--- src/core/tcp_pkg.sv ---
// register map, field layout, reset values and timing counts of the timer pair block
package tcp_pkg;
  // apb window
  localparam int ADDR_W = 8;
  localparam logic [7:0] PAIR_A_BASE = 8'h00;
  localparam logic [7:0] PAIR_B_BASE = 8'h20;
  localparam logic [7:0] OFS_PORT_SEL = 8'h40;
  // register index inside one pair, byte offset is base + 4 * index
  localparam logic [2:0] IDX_LO_MODE = 3'h0;
  localparam logic [2:0] IDX_HI_MODE = 3'h1;
  localparam logic [2:0] IDX_CMP_LO = 3'h2;
  localparam logic [2:0] IDX_CMP_HI = 3'h3;
  localparam logic [2:0] IDX_PER_LO = 3'h4;
  localparam logic [2:0] IDX_DUTY_LO = 3'h5;
  localparam logic [2:0] IDX_HIGH_BITS = 3'h6;
  localparam logic [2:0] IDX_COUNT = 3'h7;
  // lower timer mode fields
  localparam int LO_CS_LSB = 0;
  localparam int LO_CAP_BIT = 3;
  localparam int LO_RUN_BIT = 4;
  // upper timer mode fields
  localparam int HI_CS_LSB = 0;
  localparam int HI_CAP_BIT = 2;
  localparam int HI_CASC_BIT = 3;
  localparam int HI_PWM_BIT = 4;
  localparam int HI_POL_BIT = 5;
  localparam int HI_RUN_BIT = 6;
  // port select fields
  localparam int PS_PWM_A_OE_BIT = 0;
  localparam int PS_PWM_B_OE_BIT = 1;
  localparam int PS_EDGE_A_LSB = 2;
  localparam int PS_EDGE_C_LSB = 4;
  localparam logic [7:0] RST_BYTE = 8'h00;
  // capture edge selection
  typedef enum logic [1:0] {
    TCP_EDGE_NONE,
    TCP_EDGE_FALL,
    TCP_EDGE_RISE,
    TCP_EDGE_BOTH
  } tcp_edge_t;
  // upper timer source clock periods, rounded up to whole pclk cycles
  localparam int CLK_MHZ = 50;
  localparam int SRC0_NS = 250;
  localparam int SRC1_NS = 500;
  localparam int SRC2_NS = 2000;
  localparam logic [6:0] SRC0_CYC = 7'((SRC0_NS * CLK_MHZ + 999) / 1000);
  localparam logic [6:0] SRC1_CYC = 7'((SRC1_NS * CLK_MHZ + 999) / 1000);
  localparam logic [6:0] SRC2_CYC = 7'((SRC2_NS * CLK_MHZ + 999) / 1000);
endpackage : tcp_pkg

--- src/core/tcp_timer_block.sv ---
// cascadable timer pairs with 16-bit capture and 10-bit pwm, behind an apb slave
// Notes on behaviour
// (RULE1) cascaded 16-bit capture works like 8-bit capture with 16-bit count and value
// (RULE2) first pair cascades when upper clock bits, capture and cascade bits are set
// (RULE3) second pair cascades the same way; lower clock select picks the source
// (RULE4) two pwm channels reuse the upper timers, each drives its own pin
// (RULE5) pwm pin carries the waveform only while its output enable bit is one
// (RULE6) 10-bit period is high bits 3..2 over the 8-bit period low value
// (RULE7) 10-bit duty is high bits 1..0 over the 8-bit duty low value
// (RULE8) written duty copies to the active duty only on period match; the code also copies it every cycle while pwm mode is off
// (RULE9) period and duty time count in selected source clock cycles
// (RULE10) source clock selects 00, 01, 10 give 250 ns, 500 ns, 2 us; select 00 here is 13 pclk cycles, 260 ns
// (RULE11) polarity bit chooses whether the duty part is high or low
// (RULE12) duty equal to period holds the pin at the polarity level
// (RULE13) zero duty holds the pin at the inverse of polarity
// (RULE14) a duty write during pwm takes effect after the current period
// (RULE15) changing only the period keeps the duty time; period must exceed duty
// (RULE16) software stops the timer before loading period and duty values
// (RULE17) capture edge copies count, clears and restarts timer, raises an event
// (RULE18) in capture mode the compare address reads the captured value
// (RULE19) cascaded counter counts to the 16-bit compare, clears, raises lower event
// (RULE20) pwm counter clears on period match; duty level from start to duty
`timescale 1ns/1ns

// one lower/upper timer pair with capture and pwm
module tcp_pair (
  input wire logic pclk,
  input wire logic presetn,
  input wire logic reg_we,
  input wire logic [2:0] reg_idx,
  input wire logic [7:0] wdata,
  output logic [15:0] rdata,
  input wire logic event_pin,
  input wire logic cap_pin,
  input wire logic [1:0] edge_sel,
  input wire logic pwm_oe,
  output logic pwm_pin,
  output logic pwm_pin_oe,
  output logic lo_match_pulse,
  output logic hi_match_pulse,
  output logic cap_pulse
);
  logic [7:0] lo_mode_reg;
  logic [7:0] hi_mode_reg;
  logic [7:0] cmp_lo_reg;
  logic [7:0] cmp_hi_reg;
  logic [7:0] per_lo_reg;
  logic [7:0] duty_lo_reg;
  logic [3:0] high_bits_reg;
  logic [7:0] cnt_lo_reg;
  logic [7:0] cnt_hi_reg;
  logic [15:0] cap_reg;
  logic [9:0] pwm_cnt_reg;
  logic [9:0] duty_act_reg;
  logic [10:0] pre_reg;
  logic [6:0] div_reg;
  logic cap_prev_reg;
  logic event_prev_reg;
  logic pwm_out_reg;
  logic lo_match_reg;
  logic hi_match_reg;
  logic cap_pulse_reg;
  logic casc;
  logic cap_mode;
  logic pwm_mode;
  logic duty_polarity;
  logic lo_run;
  logic hi_run;
  logic pre_hit;
  logic lo_tick;
  logic div_done;
  logic hi_tick;
  logic pwm_tick;
  logic [6:0] div_max;
  logic [15:0] cnt16;
  logic [15:0] cmp16;
  logic lo_match;
  logic hi_match;
  logic edge_hit;
  logic cap_evt;
  logic [9:0] per10;
  logic [9:0] duty10;
  logic per_match;
  logic wave;

  // mode decode
  assign casc = hi_mode_reg[tcp_pkg::HI_CASC_BIT];
  assign pwm_mode = hi_mode_reg[tcp_pkg::HI_PWM_BIT] & ~casc;
  assign duty_polarity = hi_mode_reg[tcp_pkg::HI_POL_BIT];
  assign lo_run = lo_mode_reg[tcp_pkg::LO_RUN_BIT];
  assign hi_run = hi_mode_reg[tcp_pkg::HI_RUN_BIT];
  // cascaded capture needs the upper capture bit as well as the lower one
  assign cap_mode = lo_mode_reg[tcp_pkg::LO_CAP_BIT] & (~casc | hi_mode_reg[tcp_pkg::HI_CAP_BIT]); // see (RULE2) (RULE3)
  assign cnt16 = {cnt_hi_reg, cnt_lo_reg};
  assign cmp16 = {cmp_hi_reg, cmp_lo_reg};
  assign per10 = {high_bits_reg[3:2], per_lo_reg}; // see (RULE6)
  assign duty10 = {high_bits_reg[1:0], duty_lo_reg}; // see (RULE7)

  // lower timer source: prescaler taps 2..2048 or rising edges of the event pin
  always_comb begin
    case (lo_mode_reg[tcp_pkg::LO_CS_LSB +: 3])
      3'h0: pre_hit = &pre_reg[0:0];
      3'h1: pre_hit = &pre_reg[1:0];
      3'h2: pre_hit = &pre_reg[2:0];
      3'h3: pre_hit = &pre_reg[4:0];
      3'h4: pre_hit = &pre_reg[6:0];
      3'h5: pre_hit = &pre_reg[8:0];
      3'h6: pre_hit = &pre_reg[10:0];
      default: pre_hit = event_pin & ~event_prev_reg;
    endcase
  end
  assign lo_tick = lo_run & pre_hit;

  // upper timer source period in pclk cycles
  always_comb begin
    case (hi_mode_reg[tcp_pkg::HI_CS_LSB +: 2])
      2'h0: div_max = tcp_pkg::SRC0_CYC; // see (RULE10)
      2'h1: div_max = tcp_pkg::SRC1_CYC; // see (RULE10)
      default: div_max = tcp_pkg::SRC2_CYC; // see (RULE10)
    endcase
  end
  assign div_done = div_reg >= div_max - 7'h01;
  assign hi_tick = hi_run & div_done & ~casc & ~pwm_mode;
  assign pwm_tick = hi_run & div_done & pwm_mode; // see (RULE9)

  // free prescaler and upper source divider; a stopped timer parks its divider
  always_ff @(posedge pclk or negedge presetn) begin
    if (!presetn) begin
      pre_reg <= '0;
      div_reg <= '0;
      event_prev_reg <= 1'b0;
    end else begin
      pre_reg <= pre_reg + 11'h001;
      event_prev_reg <= event_pin;
      if (!hi_run || div_done) begin
        div_reg <= '0;
      end else begin
        div_reg <= div_reg + 7'h01;
      end
    end
  end

  // capture edge detection on the interrupt pin
  always_comb begin
    case (tcp_pkg::tcp_edge_t'(edge_sel))
      tcp_pkg::TCP_EDGE_FALL: edge_hit = cap_prev_reg & ~cap_pin;
      tcp_pkg::TCP_EDGE_RISE: edge_hit = ~cap_prev_reg & cap_pin;
      tcp_pkg::TCP_EDGE_BOTH: edge_hit = cap_prev_reg ^ cap_pin;
      default: edge_hit = 1'b0;
    endcase
  end
  assign cap_evt = cap_mode & lo_run & edge_hit;

  // match against 8-bit or cascaded 16-bit compare value
  assign lo_match = casc ? (cnt16 == cmp16) : (cnt_lo_reg == cmp_lo_reg); // see (RULE19)
  assign hi_match = cnt_hi_reg == cmp_hi_reg;

  // software registers; writes while running are taken as they come
  always_ff @(posedge pclk or negedge presetn) begin
    if (!presetn) begin
      lo_mode_reg <= tcp_pkg::RST_BYTE;
      hi_mode_reg <= tcp_pkg::RST_BYTE;
      cmp_lo_reg <= tcp_pkg::RST_BYTE;
      cmp_hi_reg <= tcp_pkg::RST_BYTE;
      per_lo_reg <= tcp_pkg::RST_BYTE;
      duty_lo_reg <= tcp_pkg::RST_BYTE;
      high_bits_reg <= '0;
    end else if (reg_we) begin
      if (reg_idx == tcp_pkg::IDX_LO_MODE) begin
        lo_mode_reg <= wdata;
      end else if (reg_idx == tcp_pkg::IDX_HI_MODE) begin
        hi_mode_reg <= wdata;
      end else if (reg_idx == tcp_pkg::IDX_CMP_LO) begin
        cmp_lo_reg <= wdata;
      end else if (reg_idx == tcp_pkg::IDX_CMP_HI) begin
        cmp_hi_reg <= wdata;
      end else if (reg_idx == tcp_pkg::IDX_PER_LO) begin
        per_lo_reg <= wdata; // see (RULE15)
      end else if (reg_idx == tcp_pkg::IDX_DUTY_LO) begin
        duty_lo_reg <= wdata;
      end else if (reg_idx == tcp_pkg::IDX_HIGH_BITS) begin
        high_bits_reg <= wdata[3:0];
      end
    end
  end

  // timer counters; capture clears and restarts, match clears
  always_ff @(posedge pclk or negedge presetn) begin
    if (!presetn) begin
      cnt_lo_reg <= '0;
      cnt_hi_reg <= '0;
    end else begin
      if (cap_evt) begin
        cnt_lo_reg <= '0; // see (RULE17)
        if (casc) begin
          cnt_hi_reg <= '0;
        end
      end else if (lo_tick) begin
        if (lo_match) begin
          cnt_lo_reg <= '0; // see (RULE19)
          if (casc) begin
            cnt_hi_reg <= '0;
          end
        end else if (casc) begin
          {cnt_hi_reg, cnt_lo_reg} <= cnt16 + 16'h0001;
        end else begin
          cnt_lo_reg <= cnt_lo_reg + 8'h01;
        end
      end
      if (hi_tick) begin
        cnt_hi_reg <= hi_match ? 8'h00 : cnt_hi_reg + 8'h01;
      end
    end
  end

  // capture register and event pulses, one pclk each
  always_ff @(posedge pclk or negedge presetn) begin
    if (!presetn) begin
      cap_reg <= '0;
      cap_prev_reg <= 1'b0;
      cap_pulse_reg <= 1'b0;
      lo_match_reg <= 1'b0;
      hi_match_reg <= 1'b0;
    end else begin
      cap_prev_reg <= cap_pin;
      cap_pulse_reg <= cap_evt; // see (RULE17)
      lo_match_reg <= lo_tick & lo_match & ~cap_evt; // see (RULE19)
      hi_match_reg <= hi_tick & hi_match;
      if (cap_evt) begin
        cap_reg <= casc ? cnt16 : {8'h00, cnt_lo_reg}; // see (RULE1)
      end
    end
  end

  // pwm counter; in pwm mode the duty copy moves only at period match so a cycle never glitches
  assign per_match = pwm_cnt_reg == per10;
  always_ff @(posedge pclk or negedge presetn) begin
    if (!presetn) begin
      pwm_cnt_reg <= '0;
      duty_act_reg <= '0;
    end else if (!pwm_mode) begin
      pwm_cnt_reg <= '0;
      duty_act_reg <= duty10;
    end else if (pwm_tick) begin
      if (per_match) begin
        pwm_cnt_reg <= '0; // see (RULE20)
        duty_act_reg <= duty10; // see (RULE8) (RULE14)
      end else begin
        pwm_cnt_reg <= pwm_cnt_reg + 10'h001;
      end
    end
  end

  // duty level runs from cycle start up to the active duty count
  assign wave = ((duty_act_reg != 10'h000) && (pwm_cnt_reg <= duty_act_reg)) ? duty_polarity : ~duty_polarity; // see (RULE11) (RULE12) (RULE13)

  // pin register; a disabled pin is parked low and undriven
  always_ff @(posedge pclk or negedge presetn) begin
    if (!presetn) begin
      pwm_out_reg <= 1'b0;
    end else begin
      pwm_out_reg <= pwm_oe & pwm_mode & wave; // see (RULE5)
    end
  end

  // read mux; capture mode opens the compare address onto the captured value
  always_comb begin
    rdata = 16'h0000;
    if (reg_idx == tcp_pkg::IDX_LO_MODE) begin
      rdata = {8'h00, lo_mode_reg};
    end else if (reg_idx == tcp_pkg::IDX_HI_MODE) begin
      rdata = {8'h00, hi_mode_reg};
    end else if (reg_idx == tcp_pkg::IDX_CMP_LO) begin
      rdata = {8'h00, cap_mode ? cap_reg[7:0] : cmp_lo_reg}; // see (RULE18)
    end else if (reg_idx == tcp_pkg::IDX_CMP_HI) begin
      rdata = {8'h00, cap_mode ? cap_reg[15:8] : cmp_hi_reg}; // see (RULE18)
    end else if (reg_idx == tcp_pkg::IDX_PER_LO) begin
      rdata = {8'h00, per_lo_reg};
    end else if (reg_idx == tcp_pkg::IDX_DUTY_LO) begin
      rdata = {8'h00, duty_lo_reg};
    end else if (reg_idx == tcp_pkg::IDX_HIGH_BITS) begin
      rdata = {12'h000, high_bits_reg};
    end else begin
      rdata = pwm_mode ? {6'h00, pwm_cnt_reg} : cnt16;
    end
  end

  assign pwm_pin = pwm_out_reg;
  assign pwm_pin_oe = pwm_oe; // see (RULE5)
  assign lo_match_pulse = lo_match_reg;
  assign hi_match_pulse = hi_match_reg;
  assign cap_pulse = cap_pulse_reg;
endmodule : tcp_pair

// apb slave with two timer pairs and the port select register
module tcp_timer_block (
  input wire logic pclk,
  input wire logic presetn,
  input wire logic psel,
  input wire logic penable,
  input wire logic pwrite,
  input wire logic [7:0] paddr,
  input wire logic [31:0] pwdata,
  output logic [31:0] prdata,
  output logic pready,
  output logic pslverr,
  input wire logic event_a_pin,
  input wire logic event_c_pin,
  input wire logic cap_a_pin,
  input wire logic cap_c_pin,
  output logic pwm_a_pin,
  output logic pwm_a_pin_oe,
  output logic pwm_b_pin,
  output logic pwm_b_pin_oe,
  output logic timer_a_match,
  output logic timer_b_match,
  output logic timer_c_match,
  output logic timer_d_match,
  output logic capture_a_event,
  output logic capture_c_event
);
  logic [7:0] port_select_reg;
  logic [31:0] prdata_reg;
  logic [15:0] rdata_a;
  logic [15:0] rdata_c;
  logic hit_a;
  logic hit_c;
  logic hit_ps;
  logic mapped;
  logic wr_go;
  logic [31:0] rd_mux;

  // address decode, aligned words only
  assign hit_a = (paddr[7:5] == tcp_pkg::PAIR_A_BASE[7:5]) && (paddr[1:0] == 2'h0);
  assign hit_c = (paddr[7:5] == tcp_pkg::PAIR_B_BASE[7:5]) && (paddr[1:0] == 2'h0);
  assign hit_ps = paddr == tcp_pkg::OFS_PORT_SEL;
  assign mapped = hit_a | hit_c | hit_ps;
  assign wr_go = psel & penable & pwrite & mapped;

  // zero wait states: the answer is in the first access cycle
  assign pready = 1'b1;
  assign pslverr = psel & penable & ~mapped;

  always_ff @(posedge pclk or negedge presetn) begin
    if (!presetn) begin
      port_select_reg <= tcp_pkg::RST_BYTE;
    end else if (wr_go && hit_ps) begin
      port_select_reg <= pwdata[7:0];
    end
  end

  // read data sampled in the setup cycle, so it is stable through the access cycle
  always_comb begin
    rd_mux = 32'h0000_0000;
    if (hit_a) begin
      rd_mux = {16'h0000, rdata_a};
    end else if (hit_c) begin
      rd_mux = {16'h0000, rdata_c};
    end else if (hit_ps) begin
      rd_mux = {24'h00_0000, port_select_reg};
    end
  end
  always_ff @(posedge pclk or negedge presetn) begin
    if (!presetn) begin
      prdata_reg <= 32'h0000_0000;
    end else if (psel && !penable && !pwrite) begin
      prdata_reg <= rd_mux;
    end
  end
  assign prdata = prdata_reg;

  // first pair; its upper timer is pwm channel a
  tcp_pair u_pair_a ( // see (RULE4)
    .pclk(pclk),
    .presetn(presetn),
    .reg_we(wr_go & hit_a),
    .reg_idx(paddr[4:2]),
    .wdata(pwdata[7:0]),
    .rdata(rdata_a),
    .event_pin(event_a_pin),
    .cap_pin(cap_a_pin),
    .edge_sel(port_select_reg[tcp_pkg::PS_EDGE_A_LSB +: 2]),
    .pwm_oe(port_select_reg[tcp_pkg::PS_PWM_A_OE_BIT]),
    .pwm_pin(pwm_a_pin),
    .pwm_pin_oe(pwm_a_pin_oe),
    .lo_match_pulse(timer_a_match),
    .hi_match_pulse(timer_b_match),
    .cap_pulse(capture_a_event)
  );

  // second pair; its upper timer is pwm channel b
  tcp_pair u_pair_c ( // see (RULE4)
    .pclk(pclk),
    .presetn(presetn),
    .reg_we(wr_go & hit_c),
    .reg_idx(paddr[4:2]),
    .wdata(pwdata[7:0]),
    .rdata(rdata_c),
    .event_pin(event_c_pin),
    .cap_pin(cap_c_pin),
    .edge_sel(port_select_reg[tcp_pkg::PS_EDGE_C_LSB +: 2]),
    .pwm_oe(port_select_reg[tcp_pkg::PS_PWM_B_OE_BIT]),
    .pwm_pin(pwm_b_pin),
    .pwm_pin_oe(pwm_b_pin_oe),
    .lo_match_pulse(timer_c_match),
    .hi_match_pulse(timer_d_match),
    .cap_pulse(capture_c_event)
  );
endmodule : tcp_timer_block

--- config.mk ---
export PLATFORM = sky130hd
export DESIGN_NAME = tcp_timer_block
export DESIGN_NICKNAME = d
export VERILOG_FILES = /design/src/core/tcp_pkg.sv /design/src/core/tcp_timer_block.sv
export SDC_FILE = /design/constraint.sdc
export NUM_CORES = 1
export LEC_CHECK = 0
export ABC_CLOCK_PERIOD_IN_PS = 3100
export BUFFER_PORTS_ARGS = -buffer_cell sky130_fd_sc_hd__clkbuf_2
export CORE_ASPECT_RATIO = 1.75
export CORE_UTILIZATION = 30
export DETAILED_ROUTE_END_ITERATION = 8
export GPL_TIMING_DRIVEN = 0
export PLACE_DENSITY_LB_ADDON = 0.2
export REMOVE_ABC_BUFFERS = 1
export SYNTH_ARGS = -nofsm -noshare
export SYNTH_HDL_FRONTEND = slang
export SYNTH_SLANG_ARGS = --single-unit
export TNS_END_PERCENT = 50
--- constraint.sdc ---
create_clock -name pclk -period 3.1 [get_ports pclk]
set_input_delay 0.62 -clock pclk [delete_from_list [all_inputs] [get_ports pclk]]
set_output_delay 0.62 -clock pclk [all_outputs]
set_load 0.01 [all_outputs]
Word-level counts from Yosys, hierarchy flattened:

Index checks and enable logic that the tools add are counted.

* flip-flop bits (word level): 296
* input port bits: 49
* output and inout bits: 44
* logic and storage cells: 296

* $add $sub $neg: 14
* order comparisons: 4
* equality and inequality tests: 40
* multiplexer cells: 71
* bitwise operators: 67
* reductions and logical operators: 58

Operators by type and width (number)
* two-way mux 16 bit: 19
* two-way mux 8 bit: 27
* two-way mux 10 bit: 12
* AND 1 bit: 40
* adder 16 x 1 -> 16 bit (second input constant): 2
* adder 8 x 1 -> 8 bit (second input constant): 4
* == test 16 bit: 2
* == test 8 bit: 4
* two-way mux 32 bit: 1
* case mux 7 bit (2 select lines): 2
* AND reduction 7 bit: 4
* == test 3 bit (second input constant): 9
* adder 11 x 1 -> 11 bit (second input constant): 2
* AND reduction 11 bit: 2
* inverter 1 bit: 21
* adder 10 x 1 -> 10 bit (second input constant): 2
* == test 10 bit: 2
* <= comparator 10 bit: 2
* AND reduction 5 bit: 4
* nonzero test 10 bit: 2
* == test 3 x 2 -> 1 bit (second input constant): 6
* AND reduction 9 bit: 2
* AND reduction 2 bit: 8
* AND reduction 8 bit: 2
* 25 further kinds: 73

Longest topological paths before layout:

Gate-level depths: netlist (run 1).

* word-level depth: 12
* mapped depth: 14

Cells and area by module:

Synthesis (run 1) repeated with hierarchy kept, for this count alone.

* cell total of the unflattened synthesis: 1632
* area, all modules: 16039.1 um2

Modules (own cells, without submodules)
* tcp_pair at u_pair_c: instances 1, cells each 772, area an instance 7444.6 um2, sequential area each 3203.1 um2
* tcp_pair at u_pair_a: instances 1, cells each 727, area an instance 7239.4 um2, sequential area each 3203.1 um2
* tcp_timer_block: instances 1, cells each 133, area an instance 1355.0 um2, sequential area each 600.6 um2

Worst setup path after synthesis (run 1):

Ideal clock, no wire load.

* kind: reg-to-reg
* start: reg u_pair_c.hi_mode_reg[1]
* end: reg u_pair_c.duty_act_reg[0]
* setup time: 0.125 ns
* arrival time: 2.579 ns
* data required time: 2.975 ns
* slack: 0.397 ns
* stages on the path, launching flop included: 11
* buffers on the path: 1
* period minus slack after synthesis: 2.703 ns
* cells stage by stage: dfrtp_1 -> or2_2 -> ha_1 -> a21o_1 -> a31oi_1 -> o21ai_0 -> o21ai_0 -> o2bb2ai_1 -> nand2b_1 -> clkbuf_1 -> mux2_2

* cells in the longest elaborated chain, start to end: 8
* elaborated cells on any way between the ends: 9
* classes of those cells: 1 x add/sub; 1 x order compare; 2 x eq/ne; 1 x mux; 2 x bitwise; 2 x reduce/logical

Ends and longest elaborated chain
* start, declared: line tcp_timer_block.sv:44 `logic [7:0] hi_mode_reg;`
* start signal, assigned: line tcp_timer_block.sv:162 `hi_mode_reg <= tcp_pkg::RST_BYTE;`
* start signal, assigned: line tcp_timer_block.sv:172 `hi_mode_reg <= wdata;`
* == test 2 x 1 -> 1 bit / logical NOT 2 bit (equally long branches): line tcp_timer_block.sv:116 `case (hi_mode_reg[tcp_pkg::HI_CS_LSB +: 2])`
* case mux 7 bit (2 select lines) *: line tcp_timer_block.sv:116
* subtractor 7 x 1 -> 7 bit *: line tcp_timer_block.sv:122 `assign div_done = div_reg >= div_max - 7'h01;`
* greater-or-equal comparator 7 bit *: line tcp_timer_block.sv:122
* AND 1 bit * (2 in a row): line tcp_timer_block.sv:124 `assign pwm_tick = hi_run & div_done & pwm_mode;`
* != test 2 bit (no line) *
* AND reduction 2 bit (no line) *
* end signal, assigned: line tcp_timer_block.sv:243 `duty_act_reg <= duty10;`
* end signal, assigned: line tcp_timer_block.sv:247 `duty_act_reg <= duty10;`
* end, declared: line tcp_timer_block.sv:54 `logic [9:0] duty_act_reg;`

Every way passes the cells marked *; elsewhere a longest branch is shown, timed or not.
A chain may end at the register's enable or synchronous reset.

Worst setup path in the final report (run 1):

* start: in paddr[4]
* end: out pslverr

* cells in the longest elaborated chain, start to end: 4

Ends and longest elaborated chain
* start, declared: line tcp_timer_block.sv:302 `input wire logic [7:0] paddr,`
* == test 8 x 7 -> 1 bit: line tcp_timer_block.sv:336 `assign hit_ps = paddr == tcp_pkg::OFS_PORT_SEL;`
* bitwise OR 1 bit: line tcp_timer_block.sv:337 `assign mapped = hit_a | hit_c | hit_ps;`
* inverter 1 bit: line tcp_timer_block.sv:342 `assign pslverr = psel & penable & ~mapped;`
* AND 1 bit: line tcp_timer_block.sv:342
* end, declared: line tcp_timer_block.sv:306 `output logic pslverr,`

No other way between the ends.

==> results of run 1 <==
timing repair:
action,CTS,global route
hold buffers,1,0
endpoints found under the hold margin,34,0
setup buffers,2,1
resized for setup,30,16
pin swaps,2,1
endpoints found under the setup margin,114,50
cell usage in the layout (no fill, tap or decap), types with 5 or more instances in the layout:
| cell | Yosys | final |
|---|---|---|
| and2_1 | 13 | 11 |
| a31oi_1 | 13 | 12 |
| a211oi_1 | 6 | 6 |
| or2_2 | 7 | 7 |
| a21o_1 | 8 | 8 |
| clkinv_2 | 0 | 10 |
| nor4_1 | 17 | 17 |
| o22ai_1 | 14 | 14 |
| conb_1 | 2 | 17 |
| inv_1 | 61 | 60 |
| a221oi_1 | 9 | 9 |
| clkbuf_16 | 0 | 29 |
| a22o_1 | 14 | 14 |
| o21ai_1 | 2 | 5 |
| clkbuf_2 | 0 | 47 |
| o21ai_0 | 117 | 112 |
| nor2b_1 | 11 | 10 |
| a22oi_1 | 9 | 8 |
| nand2b_1 | 20 | 19 |
| mux2_2 | 134 | 134 |
| clkbuf_8 | 0 | 8 |
| dfrtp_1 | 280 | 278 |
| clkbuf_1 | 70 | 5 |
| xnor2_1 | 28 | 28 |
| xor2_1 | 49 | 49 |
| nand3_1 | 75 | 72 |
| nor2_1 | 115 | 112 |
| o221ai_1 | 5 | 5 |
| o31ai_1 | 11 | 11 |
| nor2_2 | 5 | 5 |
| a21oi_1 | 65 | 65 |
| and3_1 | 26 | 26 |
| ha_1 | 54 | 54 |
| nand4_1 | 14 | 14 |
| o21a_1 | 7 | 6 |
| nor3_1 | 26 | 26 |
| nand2_1 | 169 | 169 |
| mux2i_1 | 34 | 34 |
| o211ai_1 | 15 | 15 |
kinds of logic after synthesis:
kind of cell	synth area share, %
other	0.04740
flip-flops	44.22
AO/OA/AOI/OAI	14.29
buffers and inverters	4.636
multiplexers	12.10
adder cells (fa/ha/maj)	4.264
XOR/XNOR	4.257
AND/OR/NAND/NOR	16.19
final timing paths:
kind,from,end,slack [ps],depth (start not counted)
min reg2reg,u_pair_a.cap_reg[10],u_pair_a.cap_reg[10],460,2
max in group asynchronous,presetn,u_pair_a.pwm_cnt_reg[2],980,5
max reg2reg,u_pair_a.hi_mode_reg[3],u_pair_a.cnt_hi_reg[0],160,8
min in group asynchronous,presetn,u_pair_c.cnt_hi_reg[6],520,2
max,paddr[4],pslverr,70,6
min,event_a_pin,u_pair_a.event_prev_reg,180,1
layer usage:
layer | vias to the layer above | part of all wire, % | track usage, %
li1 | 5805 | - | -
met1 | 6320 | 37 | 21.03
met2 | 300 | 54 | 36.46
met3 | 102 | 3.0 | 1.835
met4 | 0 | 5.7 | 11.22
met5 | - | 0 | 0
power by group through the flow:
| stage | clock network, mW | registers (mW) | logic, mW |
|---|---|---|---|
| after floorplan | 0 | 3.82 | 0.257 |
| after global placement | 0 | 3.86 | 0.541 |
| after detailed placement | 0 | 3.85 | 0.561 |
| after CTS | 3.68 | 3.79 | 0.568 |
| after global routing | 3.82 | 3.79 | 0.625 |
| final | 3.59 | 3.79 | 0.567 |
critical path, cell delays in order:
cell	delay [ps]
clkbuf_8	370
inv_4	240
nand2_1	350
nor4b_4	90
nor3_1	480
clkbuf_2	230
metrics by stage:
stage | instance area [um2] | utilization (%) | cells
floorplan | 15410 | - | 1542
global placement | 16510 | 31.62 | 2271
detailed placement | 16630 | 31.84 | 2276
CTS | 17710 | 33.92 | 2332
global route | 17780 | 34.04 | 2333
finish | 17780 | 34.04 | 2333
area by class of cell:
| class | count | area [um2] |
|---|---|---|
| clock buffers | 40 | 827.0 |
| clock inverters | 13 | 122.6 |
| fillers | 5422 | 34440 |
| inverters | 65 | 251.5 |
| multi-input cells | 1197 | 8304 |
| flip-flops and latches | 280 | 7009 |
| well taps | 678 | 848.3 |
| repair buffers | 60 | 415.4 |
==> flow_metrics.tcl, run 1 <==
set metrics [dict create \
    fmax_mhz 329.8 \
    yosys_register_bits 280 \
    arrival_ps 2410 \
    fp.dieH_um 306.0 \
    path_clk_slew_ps 60 \
    grt_pass1_wl_um 78930 \
    vias_per_cell 5.369 \
    final_antenna_net_count 0 \
    intPower_mw 5.910 \
    combPwrFrac_pct 7.1 \
    cp.required_ps 2480 \
    holdWs_ps 177.5 \
    clock_power_share_pct 45.2 \
    drt_pass1_iterations 8 \
    seq_area_frac_synth_pct 44.22 \
    syn_inst 1635 \
    p_seq_share_pct 47.7 \
    synth-edff-count 0 \
    syn_avg_cell_area_um2 9.690 \
    synthToLayoutAreaGrowth_pct 12.21 \
    grt_antenna_before_repair 0 \
    grt_usage_pct 19.49 \
    grt.overflow.total 0 \
    total_power_mw 7.943 \
    post-route-drc-count 0 \
    diodes 0 \
    yosys.area.top_type "dfrtp_1" \
    setup_violations 0 \
    core_mm2 0.05222 \
    grt_pass1_vias 12660 \
    initial_utilization_pct 30.34 \
    rsz0062_at_grt "false" \
    final_nets 1736 \
    portBuffers 51 \
    drv_cap 0 \
    finalWorstSetupSlack_ps 68.17 \
    slew_headroom_pct 21.97 \
    yosysTopAreaCellShare_pct 44.22 \
    worstSetupPathType "in -> out" \
    drive_gt1_share_pct 18.19 \
    dpl_worst_slack_ps -1602 \
    yosysMostFrequentCell "dfrtp_1" \
    synth_warnings 0 \
    power_density_mw_per_mm2 446.8 \
    hold_viol_final 0 \
    route.vias.total 12530 \
    final.setup.tns_ps 0 \
    dominantRegCellSynth "dfrtp_1" \
    cts_max_level 1 \
    synth_common_cells "dfrtp_1 (280), nand2_1 (169), mux2_2 (134)" \
    switching_share_pct 25.60 \
    netSwitchingPower_mw 2.033 \
    synth_async_sr_flop_share_pct 100.0 \
    worstMarginPinSlew_ps 1162 \
    wl_per_cell_um 22.26 \
    cts.sinks 280 \
    drt-total-wl_um 51930 \
    cts_tree "yes" \
    routabilityCongestion 0.8777 \
    crit_fanout 63 \
    finalCriticalPeriod_ps 3032 \
    fin_skew_ps 10.47 \
    leakage_nw 8.211 \
    grt_max_degree 98 \
    clock_latency_ps 570 \
    dpl.hpwl_um 38140 \
    clock_path_buffers 3 \
    drt_iter0_markers 818 \
    maxSlewViolCount 0 \
    yosys-top-cells-area "dfrtp_1 (44%), mux2_2 (9.5%), ha_1 (4.3%)" \
    vdd_drop_max_uv 345.7 \
    cts_buffers 29 \
    design.portCount 93 \
    die_width_um 175.7 \
    yosysUniqueCellTypes 87 \
    worstSetupEndpointType "output port" \
    hold_path.class "in -> reg" \
    fin_crit_sh_pct 97.80 \
    root_buffer "clkbuf_16" \
    dieArea_mm2 0.05377 \
    worstSetupStartpointType "input port" \
    rows 111 \
    syn_area_mm2 0.01584 \
    run_status "complete, no violations" \
]
No activity file was read; power rests on OpenSTA's default activity.
==> inputs of run 2 (changes only) <==
Settings changed: BUFFER_PORTS_ARGS -buffer_cell sky130_fd_sc_hd__clkbuf_2 to -buffer_cell sky130_fd_sc_hd__buf_2, CORE_UTILIZATION 30 to 45.
==> run 2 against run 1 <==
First-iteration DRC count shrank 4.3%; global-route usage up 7.8 points; clock power up 6.1%; via count is 0.54% higher; largest cell class unchanged; highest routed layer unchanged; power is 2.6% higher.
==> flow_metrics.tcl, run 2 (synthesis results as in run 1) <==
set metrics [dict create \
    run_status "complete, no violations" \
    crit_start "paddr[4]" \
    grt_pass1_vias 12830 \
    drt_iter0_markers 783 \
    grt.overflow.total 0 \
    grt_antenna_before_repair 0 \
    cts_max_level 1 \
    critPathMaxStageDelay_ps 370 \
    hp-start "event_a_pin" \
    path_clk_slew_ps 60 \
    dieArea_mm2 0.03599 \
    leakage_nw 8.258 \
    power_density_mw_per_mm2 463.5 \
    crit_fanout 63 \
    grt_max_degree 121 \
    post-route-drc-count 0 \
    combPwrFrac_pct 6.9 \
    grt_pass1_wl_um 73730 \
    rr_startpoint "u_pair_a.hi_mode_reg[3]" \
    fin_skew_ps 27.89 \
    diodes 0 \
    design.portCount 93 \
    die_width_um 143.8 \
    final_antenna_net_count 0 \
    core_mm2 0.03457 \
    arrival_ps 2390 \
    hold_viol_final 0 \
    dpl.hpwl_um 34010 \
    rsz0062_at_grt "false" \
    crit_chain "buf_6 > inv_2 > nand2_2 > nor4b_4 > nor3_1 > buf_2" \
    worstSetupEndpointType "output port" \
    worstSetupPathType "in -> out" \
    clock_power_share_pct 46.7 \
    maxSlewViolCount 0 \
    netSwitchingPower_mw 2.030 \
    final_util_pct 50.87 \
    intPower_mw 6.121 \
    drv_cap 0 \
    finalCriticalPeriod_ps 3009 \
    switching_share_pct 24.90 \
    route.vias.total 12600 \
    fillerInstances 3207 \
    clock_latency_ps 580 \
    finalWorstSetupSlack_ps 90.56 \
    cts.sinks 280 \
    routabilityCongestion 0.9067 \
    clock_path_buffers 3 \
    synthToLayoutAreaGrowth_pct 10.99 \
    root_buffer "clkbuf_16" \
    fp.dieH_um 250.2 \
    hold_depth 1 \
    worstMarginPinSlew_ps 1173 \
    drt_pass1_iterations 5 \
    final_cell_mix "dfrtp_1 (279), nand2_1 (168), mux2_2 (134)" \
    slew_headroom_pct 21.19 \
    portBuffers 51 \
    fmax_mhz 332.3 \
    rows 90 \
    holdWs_ps 187.2 \
    layout_commonest_cell "dfrtp_1" \
    drt-total-wl_um 47600 \
    final.setup.tns_ps 0 \
    setup_violations 0 \
    p_seq_share_pct 46.4 \
    dpl_worst_slack_ps -1377 \
    drive_gt1_share_pct 18.34 \
    cp.required_ps 2480 \
    wl_per_cell_um 22.48 \
    grt_usage_pct 27.28 \
    final_nets 1738 \
    cts_tree "yes" \
    hold_path.class "in -> reg" \
    vdd_drop_max_uv 468.7 \
    vias_per_cell 5.947 \
    cp_slowest_cell "inv_2" \
    rr_worst_depth 7 \
    initial_utilization_pct 45.83 \
    cts_buffers 29 \
    fin_crit_sh_pct 97.08 \
    worstSetupStartpointType "input port" \
]
## run 2: layer usage
metal	GRT usage (%)	routed length [um]
met5	0	0
met3	3.154	2054
met2	48.60	24900
met4	16.99	3060
met1	30.37	17590
## run 2: stage by stage
stage / std cells / instance area, um2 / total power, mW
2_1_floorplan: 1542 / 15410 / 4.080
3_3_place_gp: 2053 / 16240 / 4.376
3_5_place_dp: 2056 / 16320 / 4.393
4_1_cts: 2115 / 17490 / 8.215
5_1_grt: 2118 / 17590 / 8.432
6_report: 2118 / 17590 / 8.150
## run 2: critical path, delay by kind of cell
kind	cells	cell delay, ps
buf+inv	3	940
simple gates	3	750
## run 2: area by class of cell
cell class,instances,area (um2),share of cell area (%)
Sequential cell,280,7008,39.85
Clock inverter,18,241.5,1.373
Multi-Input combinational cell,1197,8302,47.21
Inverter,65,249.0,1.416
Clock buffer,36,792.0,4.504
Timing Repair Buffer,62,417.9,2.376
Tap cell,460,575.6,3.273
## run 2: final timing paths
kind	end	slack, ps
min reg2reg	u_pair_a.cap_reg[13]	470
max reg2reg	prdata[0]	150
max	pslverr	90
min in group asynchronous	u_pair_c.pwm_cnt_reg[0]	560
max in group asynchronous	u_pair_c.pre_reg[7]	950
min	u_pair_a.event_prev_reg	190
## run 2: repair_timing
action                                  in CTS  in global routing
gates resized for setup                     27                 15
hold buffers                                 1                  0
setup buffers                                4                  3
pin swaps                                    2                  2
endpoints found under the hold margin       54                  0
endpoints found under the setup margin      96                 48
## run 2: power by group through the flow
stage	registers (mW)	clock network (mW)	logic [mW]
floorplan	3.82	0	0.257
global placement	3.85	0	0.527
detailed placement	3.85	0	0.544
CTS	3.78	3.88	0.552
global route	3.79	4.03	0.612
finish	3.78	3.81	0.559
